**src/design/bdr_defines.svh**
```systemverilog
`ifndef BDR_DEFINES_SVH
`define BDR_DEFINES_SVH
// Register offsets (low 16 address bits)
`define BDR_OFS_CTRL   16'h9004
`define BDR_OFS_RXPTR  16'h900c
`define BDR_OFS_LSZ    16'h9010
`define BDR_OFS_STAT   16'h9014
`define BDR_OFS_MASK   16'h9018
// Status bit positions
`define BDR_ST_DONE    0
`define BDR_ST_NULL    1
`define BDR_ST_NOWN    2
`define BDR_ST_MSO     3
`define BDR_ST_EMPTY   4
`define BDR_ST_EARLY   5
`define BDR_ST_W       6
// Control bit positions
`define BDR_CTRL_EN    0
`define BDR_CTRL_RST   1
`define BDR_CTRL_HALT  2
`define BDR_CTRL_SKIP  16
// Reset values
`define BDR_RXPTR_RST  26'h3ffffff
`define BDR_LSZ_RST    16'hffff
// Byte index of the length/type field within a frame
`define BDR_LEN_HI_IDX 16'h000c
`define BDR_LEN_LO_IDX 16'h000d
`endif

```
**src/design/bdr_pkg.sv**
```systemverilog
// Purpose : Types shared by the receive DMA status block
// Assumes : 26-bit system addresses, byte-wide receive stream
// Notes   : Constants live in bdr_defines.svh
package bdr_pkg;
  typedef enum logic [2:0] {
    BDR_IDLE,
    BDR_FETCH,
    BDR_MOVE,
    BDR_DONE
  } bdr_fsm_t;

  typedef struct packed {
    logic        own;
    logic [25:0] buf_addr;
    logic [25:0] next_ptr;
  } bdr_desc_t;

  typedef struct packed {
    logic [25:0] addr;
    logic [7:0]  data;
  } bdr_memwr_t;

  typedef struct packed {
    logic        en;
    logic [15:0] addr;
    logic [31:0] data;
  } bdr_regwr_t;

  typedef struct packed {
    bdr_fsm_t    fsm;
    logic        en;
    logic        halt;
    logic        skip;
    logic [25:0] ptr;
    logic [15:0] lsz;
    logic [15:0] flen;
    logic [7:0]  len_hi;
    logic [5:0]  stat;
    logic [5:0]  mask;
    logic [15:0] cnt;
    logic [25:0] wptr;
    logic [25:0] nxt;
  } bdr_core_st_t;
endpackage

```
**src/design/bdr_rx_buffer.sv**
```systemverilog
// Purpose : Internal receive buffer, flip-flop storage
// Assumes : DEPTH is a power of two
// Notes   : Honest full/empty via an extra pointer bit
module bdr_rx_buffer
  import bdr_pkg::*;
#(
  parameter int W     = 9,
  parameter int DEPTH = 16
) (
  input  wire logic         clk_sys,   // system clock
  input  wire logic         srst,      // sync reset
  input  wire logic         in_valid,  // write strobe
  input  wire logic [W-1:0] in_data,   // write data
  output logic              in_ready,  // not full
  output logic              out_valid, // not empty
  output logic [W-1:0]      out_data,  // head entry
  input  wire logic         out_ready  // pop strobe
);
  localparam int AW = $clog2(DEPTH);

  typedef struct packed {
    logic [DEPTH-1:0][W-1:0] mem;
    logic [AW:0]             wp;
    logic [AW:0]             rp;
  } bdr_fifo_st_t;

  bdr_fifo_st_t s_r;
  bdr_fifo_st_t s_nxt;
  logic         full;
  logic         empty;

  assign empty     = (s_r.wp == s_r.rp);
  assign full      = (s_r.wp[AW-1:0] == s_r.rp[AW-1:0]) && (s_r.wp[AW] != s_r.rp[AW]);
  assign in_ready  = !full;
  assign out_valid = !empty;
  assign out_data  = s_r.mem[s_r.rp[AW-1:0]];

  always_comb begin
    s_nxt = s_r;
    if (in_valid && !full) begin
      s_nxt.mem[s_r.wp[AW-1:0]] = in_data;
      s_nxt.wp = s_r.wp + 1'b1;
    end
    if (out_ready && !empty) begin
      s_nxt.rp = s_r.rp + 1'b1;
    end
  end

  always_ff @(posedge clk_sys) begin
    if (srst) begin
      s_r <= '0;
    end else begin
      s_r <= s_nxt;
    end
  end
endmodule

```
**src/design/bdr_ahb_slave.sv**
```systemverilog
// Purpose : AHB-Lite slave front end for the register file
// Assumes : Single word transfers, zero wait states
// Notes   : Read data sampled at address phase, write at data phase
module bdr_ahb_slave
  import bdr_pkg::*;
(
  input  wire logic        clk_sys,   // system clock
  input  wire logic        srst,      // sync reset
  input  wire logic        hsel,      // slave select
  input  wire logic [31:0] haddr,     // address
  input  wire logic [1:0]  htrans,    // transfer type
  input  wire logic        hwrite,    // write flag
  input  wire logic [2:0]  hsize,     // transfer size
  input  wire logic [31:0] hwdata,    // write data
  input  wire logic        hready,    // bus ready
  output logic             hreadyout, // slave ready
  output logic             hresp,     // response
  output logic [31:0]      hrdata,    // read data
  output logic [15:0]      rd_addr,   // read address to core
  input  wire logic [31:0] rd_data,   // read data from core
  output bdr_regwr_t       reg_wr     // write request to core
);
  typedef struct packed {
    logic        wr_pend;
    logic [15:0] waddr;
    logic [31:0] rdata;
  } bdr_ahb_st_t;

  bdr_ahb_st_t s_r;
  bdr_ahb_st_t s_nxt;
  logic        acc;

  // Only whole-word transfers are accepted; any hsize other than word is ignored
  assign acc       = hsel && htrans[1] && hready && (hsize == 3'h2);
  assign rd_addr   = haddr[15:0];
  assign hreadyout = 1'b1;
  assign hresp     = 1'b0;
  assign hrdata    = s_r.rdata;
  assign reg_wr    = '{en: s_r.wr_pend, addr: s_r.waddr, data: hwdata};

  always_comb begin
    s_nxt = s_r;
    s_nxt.wr_pend = acc && hwrite;
    if (acc) begin
      s_nxt.waddr = haddr[15:0];
    end
    if (acc && !hwrite) begin
      s_nxt.rdata = rd_data;
    end
  end

  always_ff @(posedge clk_sys) begin
    if (srst) begin
      s_r <= '0;
    end else begin
      s_r <= s_nxt;
    end
  end
endmodule

```
**src/design/bdr_rx_dma.sv**
```systemverilog
// Purpose : Receive side of buffered DMA: size check, status, pointers
// Assumes : MAC stream and memory ports run on clk_sys
// Notes   : Summary of operation follows
//           Status bits are sticky: an event beats a write-one-to-clear
//           landing in the same cycle, so no event is ever lost
//           Halt is left only through the receive reset bit, which
//           also drops any frame in flight
//           Bytes past the limit are drained and never stored
//           The length reported is the frame's own length field,
//           not a count of bytes taken
//           The buffer fills whether or not the walk is enabled
// Summary of operation
// - Store at most programmed maximum bytes per frame
// - Set size-over flag when frame exceeds maximum
// - Expose current frame length in upper half
// - Set early flag once length field arrives
// - Set done flag per frame moved to memory
// - Done flag must clear before next interrupt
// - Set null flag when descriptor pointer is zero
// - Buffer keeps filling while receive DMA disabled
// - Not owner: flag, stop-skip, stop DMA
// - Set empty flag while buffer holds nothing
// - Advance descriptor pointer after each frame
`include "bdr_defines.svh"
module bdr_rx_dma
  import bdr_pkg::*;
#(
  parameter int BUF_DEPTH = 16
) (
  input  wire logic        clk_sys,      // system clock
  input  wire logic        srst,         // sync reset
  input  wire logic        hsel,         // AHB select
  input  wire logic [31:0] haddr,        // AHB address
  input  wire logic [1:0]  htrans,       // AHB transfer type
  input  wire logic        hwrite,       // AHB write
  input  wire logic [2:0]  hsize,        // AHB size
  input  wire logic [31:0] hwdata,       // AHB write data
  input  wire logic        hready,       // AHB ready in
  output logic             hreadyout,    // AHB ready out
  output logic             hresp,        // AHB response
  output logic [31:0]      hrdata,       // AHB read data
  input  wire logic        mac_valid,    // MAC byte valid
  input  wire logic [7:0]  mac_data,     // MAC byte
  input  wire logic        mac_last,     // last byte of frame
  output logic             mac_ready,    // buffer can take byte
  output logic             desc_rd_req,  // descriptor fetch
  output logic [25:0]      desc_rd_addr, // descriptor address
  input  wire logic        desc_rd_ack,  // descriptor answer
  input  wire bdr_desc_t   desc_rsp,     // descriptor content
  output logic             mem_wr_valid, // memory byte write
  output bdr_memwr_t       mem_wr,       // memory address/data
  input  wire logic        mem_wr_ready, // memory accepts
  output logic             irq           // level interrupt
);
  //--------------------------------------------------------------
  // Bus front end and receive buffer
  //--------------------------------------------------------------
  bdr_core_st_t s_r;
  bdr_core_st_t s_nxt;
  bdr_regwr_t   reg_wr;
  logic [15:0]  rd_addr;
  logic [31:0]  rd_data;
  logic         f_valid;
  logic [8:0]   f_data;
  logic         pop;
  logic [5:0]   ev;
  logic [5:0]   clr;
  logic         fits;
  logic         len_hi_hit;
  logic         len_lo_hit;
  logic         frm_end;

  bdr_ahb_slave u_ahb (
    .clk_sys   (clk_sys),
    .srst      (srst),
    .hsel      (hsel),
    .haddr     (haddr),
    .htrans    (htrans),
    .hwrite    (hwrite),
    .hsize     (hsize),
    .hwdata    (hwdata),
    .hready    (hready),
    .hreadyout (hreadyout),
    .hresp     (hresp),
    .hrdata    (hrdata),
    .rd_addr   (rd_addr),
    .rd_data   (rd_data),
    .reg_wr    (reg_wr)
  );

  // Filling is independent of the DMA enable; a full buffer
  // back-pressures the MAC instead of dropping bytes
  bdr_rx_buffer #(
    .W     (9),
    .DEPTH (BUF_DEPTH)
  ) u_buf (
    .clk_sys   (clk_sys),
    .srst      (srst),
    .in_valid  (mac_valid),
    .in_data   ({mac_last, mac_data}),
    .in_ready  (mac_ready),
    .out_valid (f_valid),
    .out_data  (f_data),
    .out_ready (pop)
  );

  //--------------------------------------------------------------
  // Byte decode
  //--------------------------------------------------------------
  // The count runs over every popped byte, stored or drained, so
  // the length field is still found when the limit sits below it.
  // Limit writes apply at the next byte compared, even mid-frame;
  // software should halt first to avoid a frame cut short.
  assign fits       = (s_r.cnt < s_r.lsz);
  assign len_hi_hit = (s_r.cnt == `BDR_LEN_HI_IDX);
  assign len_lo_hit = (s_r.cnt == `BDR_LEN_LO_IDX);
  // Ninth buffer bit carries the last-byte mark
  assign frm_end    = f_data[8];

  //--------------------------------------------------------------
  // Register read mux
  //--------------------------------------------------------------
  // Control reads back enable, halt and stop-skip; the receive
  // reset bit is a strobe and reads as zero. Offsets with no
  // register read as zero and ignore writes.
  always_comb begin
    rd_data = 32'h0;
    unique case (rd_addr)
      `BDR_OFS_CTRL: begin
        rd_data[`BDR_CTRL_EN]   = s_r.en;
        rd_data[`BDR_CTRL_HALT] = s_r.halt;
        rd_data[`BDR_CTRL_SKIP] = s_r.skip;
      end
      `BDR_OFS_RXPTR: rd_data = {6'h0, s_r.ptr};
      `BDR_OFS_LSZ:   rd_data = {s_r.flen, s_r.lsz};
      `BDR_OFS_STAT:  rd_data = {26'h0, s_r.stat};
      `BDR_OFS_MASK:  rd_data = {26'h0, s_r.mask};
      default:        rd_data = 32'h0;
    endcase
  end

  //--------------------------------------------------------------
  // Outputs
  //--------------------------------------------------------------
  // Fetch request and address stand for the whole fetch state
  assign desc_rd_req  = (s_r.fsm == BDR_FETCH);
  assign desc_rd_addr = s_r.ptr;
  assign mem_wr       = '{addr: s_r.wptr, data: f_data[7:0]};
  // Level output: a frame that completes while done is still set
  // raises no fresh event until software clears it
  assign irq          = |(s_r.stat & s_r.mask);

  //--------------------------------------------------------------
  // Next state
  //--------------------------------------------------------------
  always_comb begin
    s_nxt        = s_r;
    ev           = 6'h0;
    clr          = 6'h0;
    pop          = 1'b0;
    mem_wr_valid = 1'b0;

    //------------------------------------------------------------
    // Drain
    //------------------------------------------------------------
    ev[`BDR_ST_EMPTY] = !f_valid;

    // A stalled memory write keeps the byte at the buffer head
    if (s_r.fsm == BDR_MOVE && f_valid) begin
      if (fits) begin
        mem_wr_valid = 1'b1;
        pop          = mem_wr_ready;
      end else begin
        // Bytes past the limit are drained but never stored
        pop = 1'b1;
      end
    end

    //------------------------------------------------------------
    // Descriptor walk
    //------------------------------------------------------------
    // Idle waits for enable with halt clear; a zero pointer is a
    // null list and halts at once. Fetch holds the request until the
    // descriptor answers. Move counts every byte it pops, stored or
    // drained, until the last-byte mark. Done raises the done flag
    // and steps the pointer on, after which the walk goes round again
    // while enabled.
    unique case (s_r.fsm)
      BDR_IDLE: begin
        if (s_r.en && !s_r.halt) begin
          // Halting stops a null list from re-flagging every cycle
          if (s_r.ptr == 26'h0) begin
            ev[`BDR_ST_NULL] = 1'b1;
            s_nxt.halt       = 1'b1;
          end else begin
            s_nxt.fsm = BDR_FETCH;
          end
        end
      end
      BDR_FETCH: begin
        if (desc_rd_ack) begin
          if (!desc_rsp.own) begin
            ev[`BDR_ST_NOWN] = 1'b1;
            s_nxt.skip       = 1'b1;
            s_nxt.halt       = 1'b1;
            s_nxt.fsm        = BDR_IDLE;
          end else begin
            s_nxt.wptr = desc_rsp.buf_addr;
            s_nxt.nxt  = desc_rsp.next_ptr;
            s_nxt.cnt  = 16'h0;
            s_nxt.fsm  = BDR_MOVE;
          end
        end
      end
      BDR_MOVE: begin
        if (pop) begin
          if (s_r.cnt != 16'hffff) begin
            s_nxt.cnt = s_r.cnt + 16'h1;
          end
          if (fits) begin
            s_nxt.wptr = s_r.wptr + 26'h1;
          end
          if (len_hi_hit) begin
            s_nxt.len_hi = f_data[7:0];
          end
          if (len_lo_hit) begin
            s_nxt.flen        = {s_r.len_hi, f_data[7:0]};
            ev[`BDR_ST_EARLY] = 1'b1;
          end
          if (frm_end) begin
            // Length is cnt+1, so over the limit means cnt >= lsz
            if (!fits) begin
              ev[`BDR_ST_MSO] = 1'b1;
            end
            s_nxt.fsm = BDR_DONE;
          end
        end
      end
      BDR_DONE: begin
        ev[`BDR_ST_DONE] = 1'b1;
        s_nxt.ptr        = s_r.nxt;
        s_nxt.fsm        = BDR_IDLE;
      end
      default: begin
        // Unused codes of the state field fall back to idle
        s_nxt.fsm = BDR_IDLE;
      end
    endcase

    //------------------------------------------------------------
    // Register writes
    //------------------------------------------------------------
    if (reg_wr.en) begin
      unique case (reg_wr.addr)
        `BDR_OFS_CTRL: begin
          s_nxt.en = reg_wr.data[`BDR_CTRL_EN];
          if (reg_wr.data[`BDR_CTRL_RST]) begin
            // Receive reset drops any frame in flight
            s_nxt.fsm  = BDR_IDLE;
            s_nxt.halt = 1'b0;
            s_nxt.skip = 1'b0;
          end
        end
        `BDR_OFS_RXPTR: s_nxt.ptr  = reg_wr.data[25:0];
        `BDR_OFS_LSZ:   s_nxt.lsz  = reg_wr.data[15:0];
        // Status ignores zeros, so a done-only clear spares the rest
        `BDR_OFS_STAT:  clr        = reg_wr.data[5:0];
        `BDR_OFS_MASK:  s_nxt.mask = reg_wr.data[5:0];
        default: ;
      endcase
    end

    //------------------------------------------------------------
    // Status merge
    //------------------------------------------------------------
    // Empty re-sets every cycle the buffer holds nothing
    // Set beats clear in the same cycle
    s_nxt.stat = (s_r.stat & ~clr) | ev;
  end

  //--------------------------------------------------------------
  // State register
  //--------------------------------------------------------------
  always_ff @(posedge clk_sys) begin
    if (srst) begin
      s_r      <= '0;
      s_r.fsm  <= BDR_IDLE;
      // Pointer and limit wake at all ones, so an enable before
      // programming neither flags a null list nor cuts a frame
      s_r.ptr  <= `BDR_RXPTR_RST;
      s_r.lsz  <= `BDR_LSZ_RST;
    end else begin
      s_r <= s_nxt;
    end
  end
endmodule

```
**config.mk**
```make
export PLATFORM = sky130hd
export DESIGN_NAME = bdr_rx_dma
export DESIGN_NICKNAME = d
export VERILOG_FILES = /design/src/design/bdr_pkg.sv /design/src/design/bdr_rx_buffer.sv /design/src/design/bdr_ahb_slave.sv /design/src/design/bdr_rx_dma.sv
export VERILOG_INCLUDE_DIRS = /design/src /design/src/design
export SDC_FILE = /design/constraint.sdc
export NUM_CORES = 1
export LEC_CHECK = 0
export ABC_AREA = 1
export BUFFER_PORTS_ARGS = -buffer_cell sky130_fd_sc_hd__buf_2
export CAP_MARGIN = 20
export CORE_ASPECT_RATIO = 1.1
export CORE_MARGIN = 3
export CORE_UTILIZATION = 40
export DETAILED_ROUTE_END_ITERATION = 6
export PLACE_DENSITY_LB_ADDON = 0.3
export SYNTH_ARGS = -nofsm -noshare
export SYNTH_HDL_FRONTEND = slang
export SYNTH_SLANG_ARGS = --single-unit
```
**constraint.sdc**
```tcl
create_clock -name clk_sys -period 2.2 [get_ports clk_sys]
set_clock_uncertainty 0.05 [all_clocks]
set_input_delay 0.11 -clock clk_sys [delete_from_list [all_inputs] [get_ports clk_sys]]
set_output_delay 0.11 -clock clk_sys [all_outputs]
set_load 0.02 [all_outputs]
```
# Word-level counts from Yosys, hierarchy flattened
# Index checks and enable logic that the tools add are counted.
# Widths: inputs -> output; s select.
dict set report totals {
  register_bits 355
  input_bits 139
  out_inout_bits 98
  wordCells 155
}
dict set report classes {
  n_addsub 4
  n_lt_le_gt_ge 4
  eq_ne 25
  mux 57
  n_bitwise 4
  n_reduce_logical 27
}
# op count
set op_table {}
lappend op_table {{$eq 16x16->1 const B} 10}
lappend op_table {{$bwmux 144} 1}
lappend op_table {{$mux 68} 2}
lappend op_table {{$pmux 42 s2} 1}
lappend op_table {{$mux 26} 3}
lappend op_table {{$pmux 13 s4} 1}
lappend op_table {{$mux 48} 1}
lappend op_table {{$mux 42} 1}
lappend op_table {{$bmux 9 s4} 1}
lappend op_table {{$demux 9 s4} 1}
lappend op_table {{$eq 16x4->1 const B} 2}
lappend op_table {{$mux 16} 2}
lappend op_table {{$pmux 15 s2} 1}
lappend op_table {{$add 26x1->26 const B} 1}
lappend op_table {{$logic_not 26->1} 1}
lappend op_table {{$mux 1} 21}
lappend op_table {{$mux 3} 6}
lappend op_table {{$mux 6} 3}
lappend op_table {{$mux 9} 2}
lappend op_table {{$add 16x1->16 const B} 1}
lappend op_table {{$lt 16x16->1} 1}
lappend op_table {{$ne 16x16->1 const B} 1}
lappend op_table {{$and 6x6->6} 2}
lappend op_table {{$logic_and 1x1->1} 11}
lappend op_table {{other kinds (25)} 44}

# Depth between registers and ports, before layout
dict set report depth {
  depth_word 9
  ltp_mapped 17
  depth_no_buf 16
}

# Modules after synthesis
# Synthesis repeated with hierarchy kept, for this count alone.
dict set report unflattened {
  hier_cells 3180
  area_unflattened_um2 20566.0
}
# mod instances cells_each area_per_inst_um2 seq_area_each_um2
set modules_own_cells {}
lappend modules_own_cells {bdr_rx_buffer 1 1451 8922.3 3083.0}
lappend modules_own_cells {bdr_rx_dma 1 1325 8811.0 3042.9}
lappend modules_own_cells {bdr_ahb_slave 1 404 2832.7 980.9}

# Worst setup path before layout
# Ideal clock, no wire load.
dict set report synth_path {
  path_type {register to register}
  start {reg s_r[61] (netlist name)}
  end {reg s_r, in the netlist mem_wr[17]}
  t_arrival_ps 1792
  required_time_ps 2037
  path_slack_ps 245
  path_stages_with_launch 14
  path_buffers 2
  synth_period_minus_slack_ps 1955
  cell_sequence {dfxtp_1 > ha_1 > nand2_1 > inv_1 > o21ai_1 > a21oi_1 > nor2_1 > nand3_2 > nand2_8 > nand2_8 > buf_8 > buf_6 > a21oi_2 > nor2_1}
}
dict set report synth_via {
  elab_chain_cells 5
  word_cells_on_any_way 6
}
# item line_no
set synth_lines {}
lappend synth_lines {{start: declaration} bdr_rx_dma.sv:58} ;# bdr_core_st_t s_r;
lappend synth_lines {{start signal: assignment} bdr_rx_dma.sv:293} ;# s_r <= s_nxt;
lappend synth_lines {{$lt 16x16->1 (*)} bdr_rx_dma.sv:114} ;# assign fits = (s_r.cnt < s_r.lsz);
lappend synth_lines {{$mux 1} bdr_rx_dma.sv:170} ;# if (fits) begin
lappend synth_lines {{$mux 1} bdr_rx_dma.sv:169} ;# if (s_r.fsm == BDR_MOVE && f_valid) begin
lappend synth_lines {{$ne 2x1->1 (no source line)} --}
lappend synth_lines {{$reduce_and 5->1 (no source line) (*)} --}
# Mark *: on every way between the ends. The rest lies on a longest branch, timed or not.
# A chain may end at the register's enable or synchronous reset.

# Final worst setup path
dict set report layout_path {
  start {reg s_r[109] (netlist name)}
  end {reg s_r, in the netlist mem_wr[19]}
}
# The elaborated chain is that of the path after synthesis.

==> out/qor.yml <==
floorplan:
  dieHeight_microns: 229
  core_sq_um: 43900
  ios: 237
  initial_core_util_pct: 41.0
  die_w_microns: 208
  dieArea_sq_um: 47600
  num_rows: 80
timing:
  drv_slew: 0
  hold_viol: 0
  fmax_mhz: 431
  slew_headroom_pct: 60.9
  min_period_over_period_pct: 105
  layout_setup_ws_ns: -0.118
  rsz0062_at_grt: "true"
  holdWs_ns: 0.0539
  period_minus_slack_ns: 2.32
  setup_viol: 48
  worstMarginPinSlew_ns: 0.586
synth:
  yosysTopAreaCell: "dfxtp_1"
  yosysWarnings: 0
  synthTopCellsByArea: "dfxtp_1, a21oi_1, nand2_1"
  ys.flop_type: "dfxtp_1"
  synth_top_area_share_pct: 39.5
  synthCells: 2509
  ys_ff_latch: 355
  synth-edff-count: 0
  synth.avg_cell_area_sq_um: 7.18
  synth_cell_types: 57
  synth_area_sq_um: 18000
  ys_seq_area_share_pct: 39.5
  synthArstFlopShare_pct: 0
worst_setup_path:
  critPathCaptureType: "flip-flop"
  crit_fanout: 7
  start_kind: "flip-flop"
  r2r_cells: 16
  crit_type: "flip-flop to flip-flop"
  cp.arrival_ns: 2.74
  critPathRequiredTime_ns: 2.63
place:
  dp.cells: 3171
  dpl.hpwl_microns: 38700
  place_congestion: 0.917
  io_buffer_count: 211
cts:
  cts_root_buf: "clkbuf_16"
  cts_made_buffers: 40
  clk_latency_ns: 0.57
  clk_pin_slew_ns: 0.06
  cts-htree-levels: 2
  cts_buffer_depth: 3
  cts_sinks: 355
  cts_tree: "done"
global_route:
  overflow: 0
  grt_pass1_vias: 17100
  grt_pass1_wl_microns: 91200
  grt_usage_pct: 23.4
  grt_max_degree: 100
  antenna_found_initial: 1
drt:
  drt-initial-drc-count: 1343
  vias_per_cell: 5.32
  wl_microns: 60700
  dr_total_vias: 18100
  first_pass_iters: 6
  drcViolationCount: 0
  wl_per_cell_microns: 17.8
  antenna_left: 0
power:
  p_sw_share_pct: 23.9
  max-vdd-ir-drop_mv: 0.545
  power_uw: 14000
  seqPwrFrac_pct: 46.4
  p_comb_share_pct: 7.2
  p_int_uw: 10700
  p_leak_uw: 0.00951
  p_per_area_nw_per_um2: 599
  p_sw_uw: 3360
  power.share.clock_pct: 46.4
finish:
  final_common_cell: "nand2_1"
  finalNetCount: 2965
  final_cell_mix: "nand2_1, dfxtp_1, a21oi_1"
  area_growth_pct: 30.1
  drive_above_1_share_pct: 22.9
  final_cells: 3403
hold_path:
  worstHoldPathCells: 3
  hold_path_class: "primary input to flip-flop"
status:
  status: "finished, violations left"
  violations: "setup timing"
job:
  cap_violations: 0
[layout make-up]
cell class | instances | area [sq um]
fillers | 4168 | 20500
multi-input cells | 1627 | 9260
flip-flops and latches | 355 | 7130
repair buffers | 455 | 3810
inverters | 322 | 1250
clock buffers | 54 | 1110
well taps | 574 | 718
clock inverters | 14 | 144
repair inverters | 1 | 8.76
diodes | 1 | 2.50
[critical path: stages, from the launching register on]
cell and delay, ns:
dfxtp_2 0.32, inv_2 0.07, ha_4 0.20, a21oi_2 0.13
nor2_1 0.05, nor3_2 0.18, nand2_2 0.07, nand2_2 0.10
buf_4 0.11, buf_6 0.08, nand3_4 0.08, nand2_8 0.14
nand2_8 0.14, buf_12 0.18, nand2_8 0.12, nand2_2 0.06
a21oi_2 0.13
[per-layer routing]
layer  wire length (microns)  up-vias  GRT usage, %
met2                   29200      630          39.9
met1                   24800     8419          29.0
met3                    3750      170          3.95
met5                       0        -             0
li1                        -     8878             -
met4                    2860        0          10.2
[cells by family (layout without fill, tap and decap cells)]
logic type | after synthesis | after routing | share of synthesized area, %
other | 2 | 4 | 0.0417
AND/OR/NAND/NOR | 841 | 846 | 21.7
AO/OA/AOI/OAI | 729 | 729 | 22.4
flip-flops | 355 | 355 | 39.5
XOR/XNOR | 25 | 25 | 1.30
adder cells (fa/ha/maj) | 24 | 24 | 1.67
buffers and inverters | 533 | 846 | 13.4
[power by group through the flow]
stage          Clock [uW]  Sequential [uW]  Combinational (uW)
6_report             6520             6510                1010
5_1_grt              6920             6510                1100
4_1_cts              6670             6510                 944
3_5_place_dp            0             6650                 758
3_3_place_gp            0             6650                 749
2_1_floorplan           0             6650                 434
[worst paths after layout]
check | start | to | slack, ns
max | s_r[109] | mem_wr[19] | -0.12
min reg2reg | u_buf.s_r[153] | u_buf.s_r[153] | 0.39
min | mac_data[7] | u_buf.s_r[116] | 0.05
max reg2reg | s_r[109] | mem_wr[19] | -0.12
[repair_timing]
| action | in CTS | in global routing |
|---|---|---|
| pin swaps | 19 | 53 |
| gates cloned | 2 | 21 |
| buffers inserted | 9 | 28 |
| gates resized for setup | 98 | 180 |
| hold buffers | 107 | 0 |
| hold endpoints to repair | 239 | 0 |
| endpoints found under the setup margin | 35 | 80 |
[flip-flops by register name, indices dropped and copies added (netlist names)]
| signal | count |
|---|---|
| mem_wr | 26 |
| desc_rd_addr | 26 |
| u_ahb.hrdata | 32 |
| u_buf.s_r | 154 |
| s_r | 100 |
| u_ahb.reg_wr | 17 |
[stage by stage]
stage                     util [%]  area [sq um]  setup TNS, ns  setup slack, ns
after CTS                     50.5         22200        -0.0873          -0.0873
after floorplan                  -         18000              0            0.245
after global routing          53.3         23400          -8.16           -0.206
after detailed placement      44.2         19400         -0.903          -0.0843
final                         53.3         23400          -1.68           -0.118
after global placement        44.2         19400          -1.11          -0.0959
[synth_stat cells, types with 28 or more instances]
master / number
dfxtp_1: 355
a21oi_1: 331
inv_1: 308
o21ai_0: 245
nand3_1: 161
buf_2: 35
buf_4: 60
o211ai_1: 68
nand2_1: 403
nor2_1: 160
clkbuf_1: 88
nand4_1: 28
(Power assumes the default switching activity.)
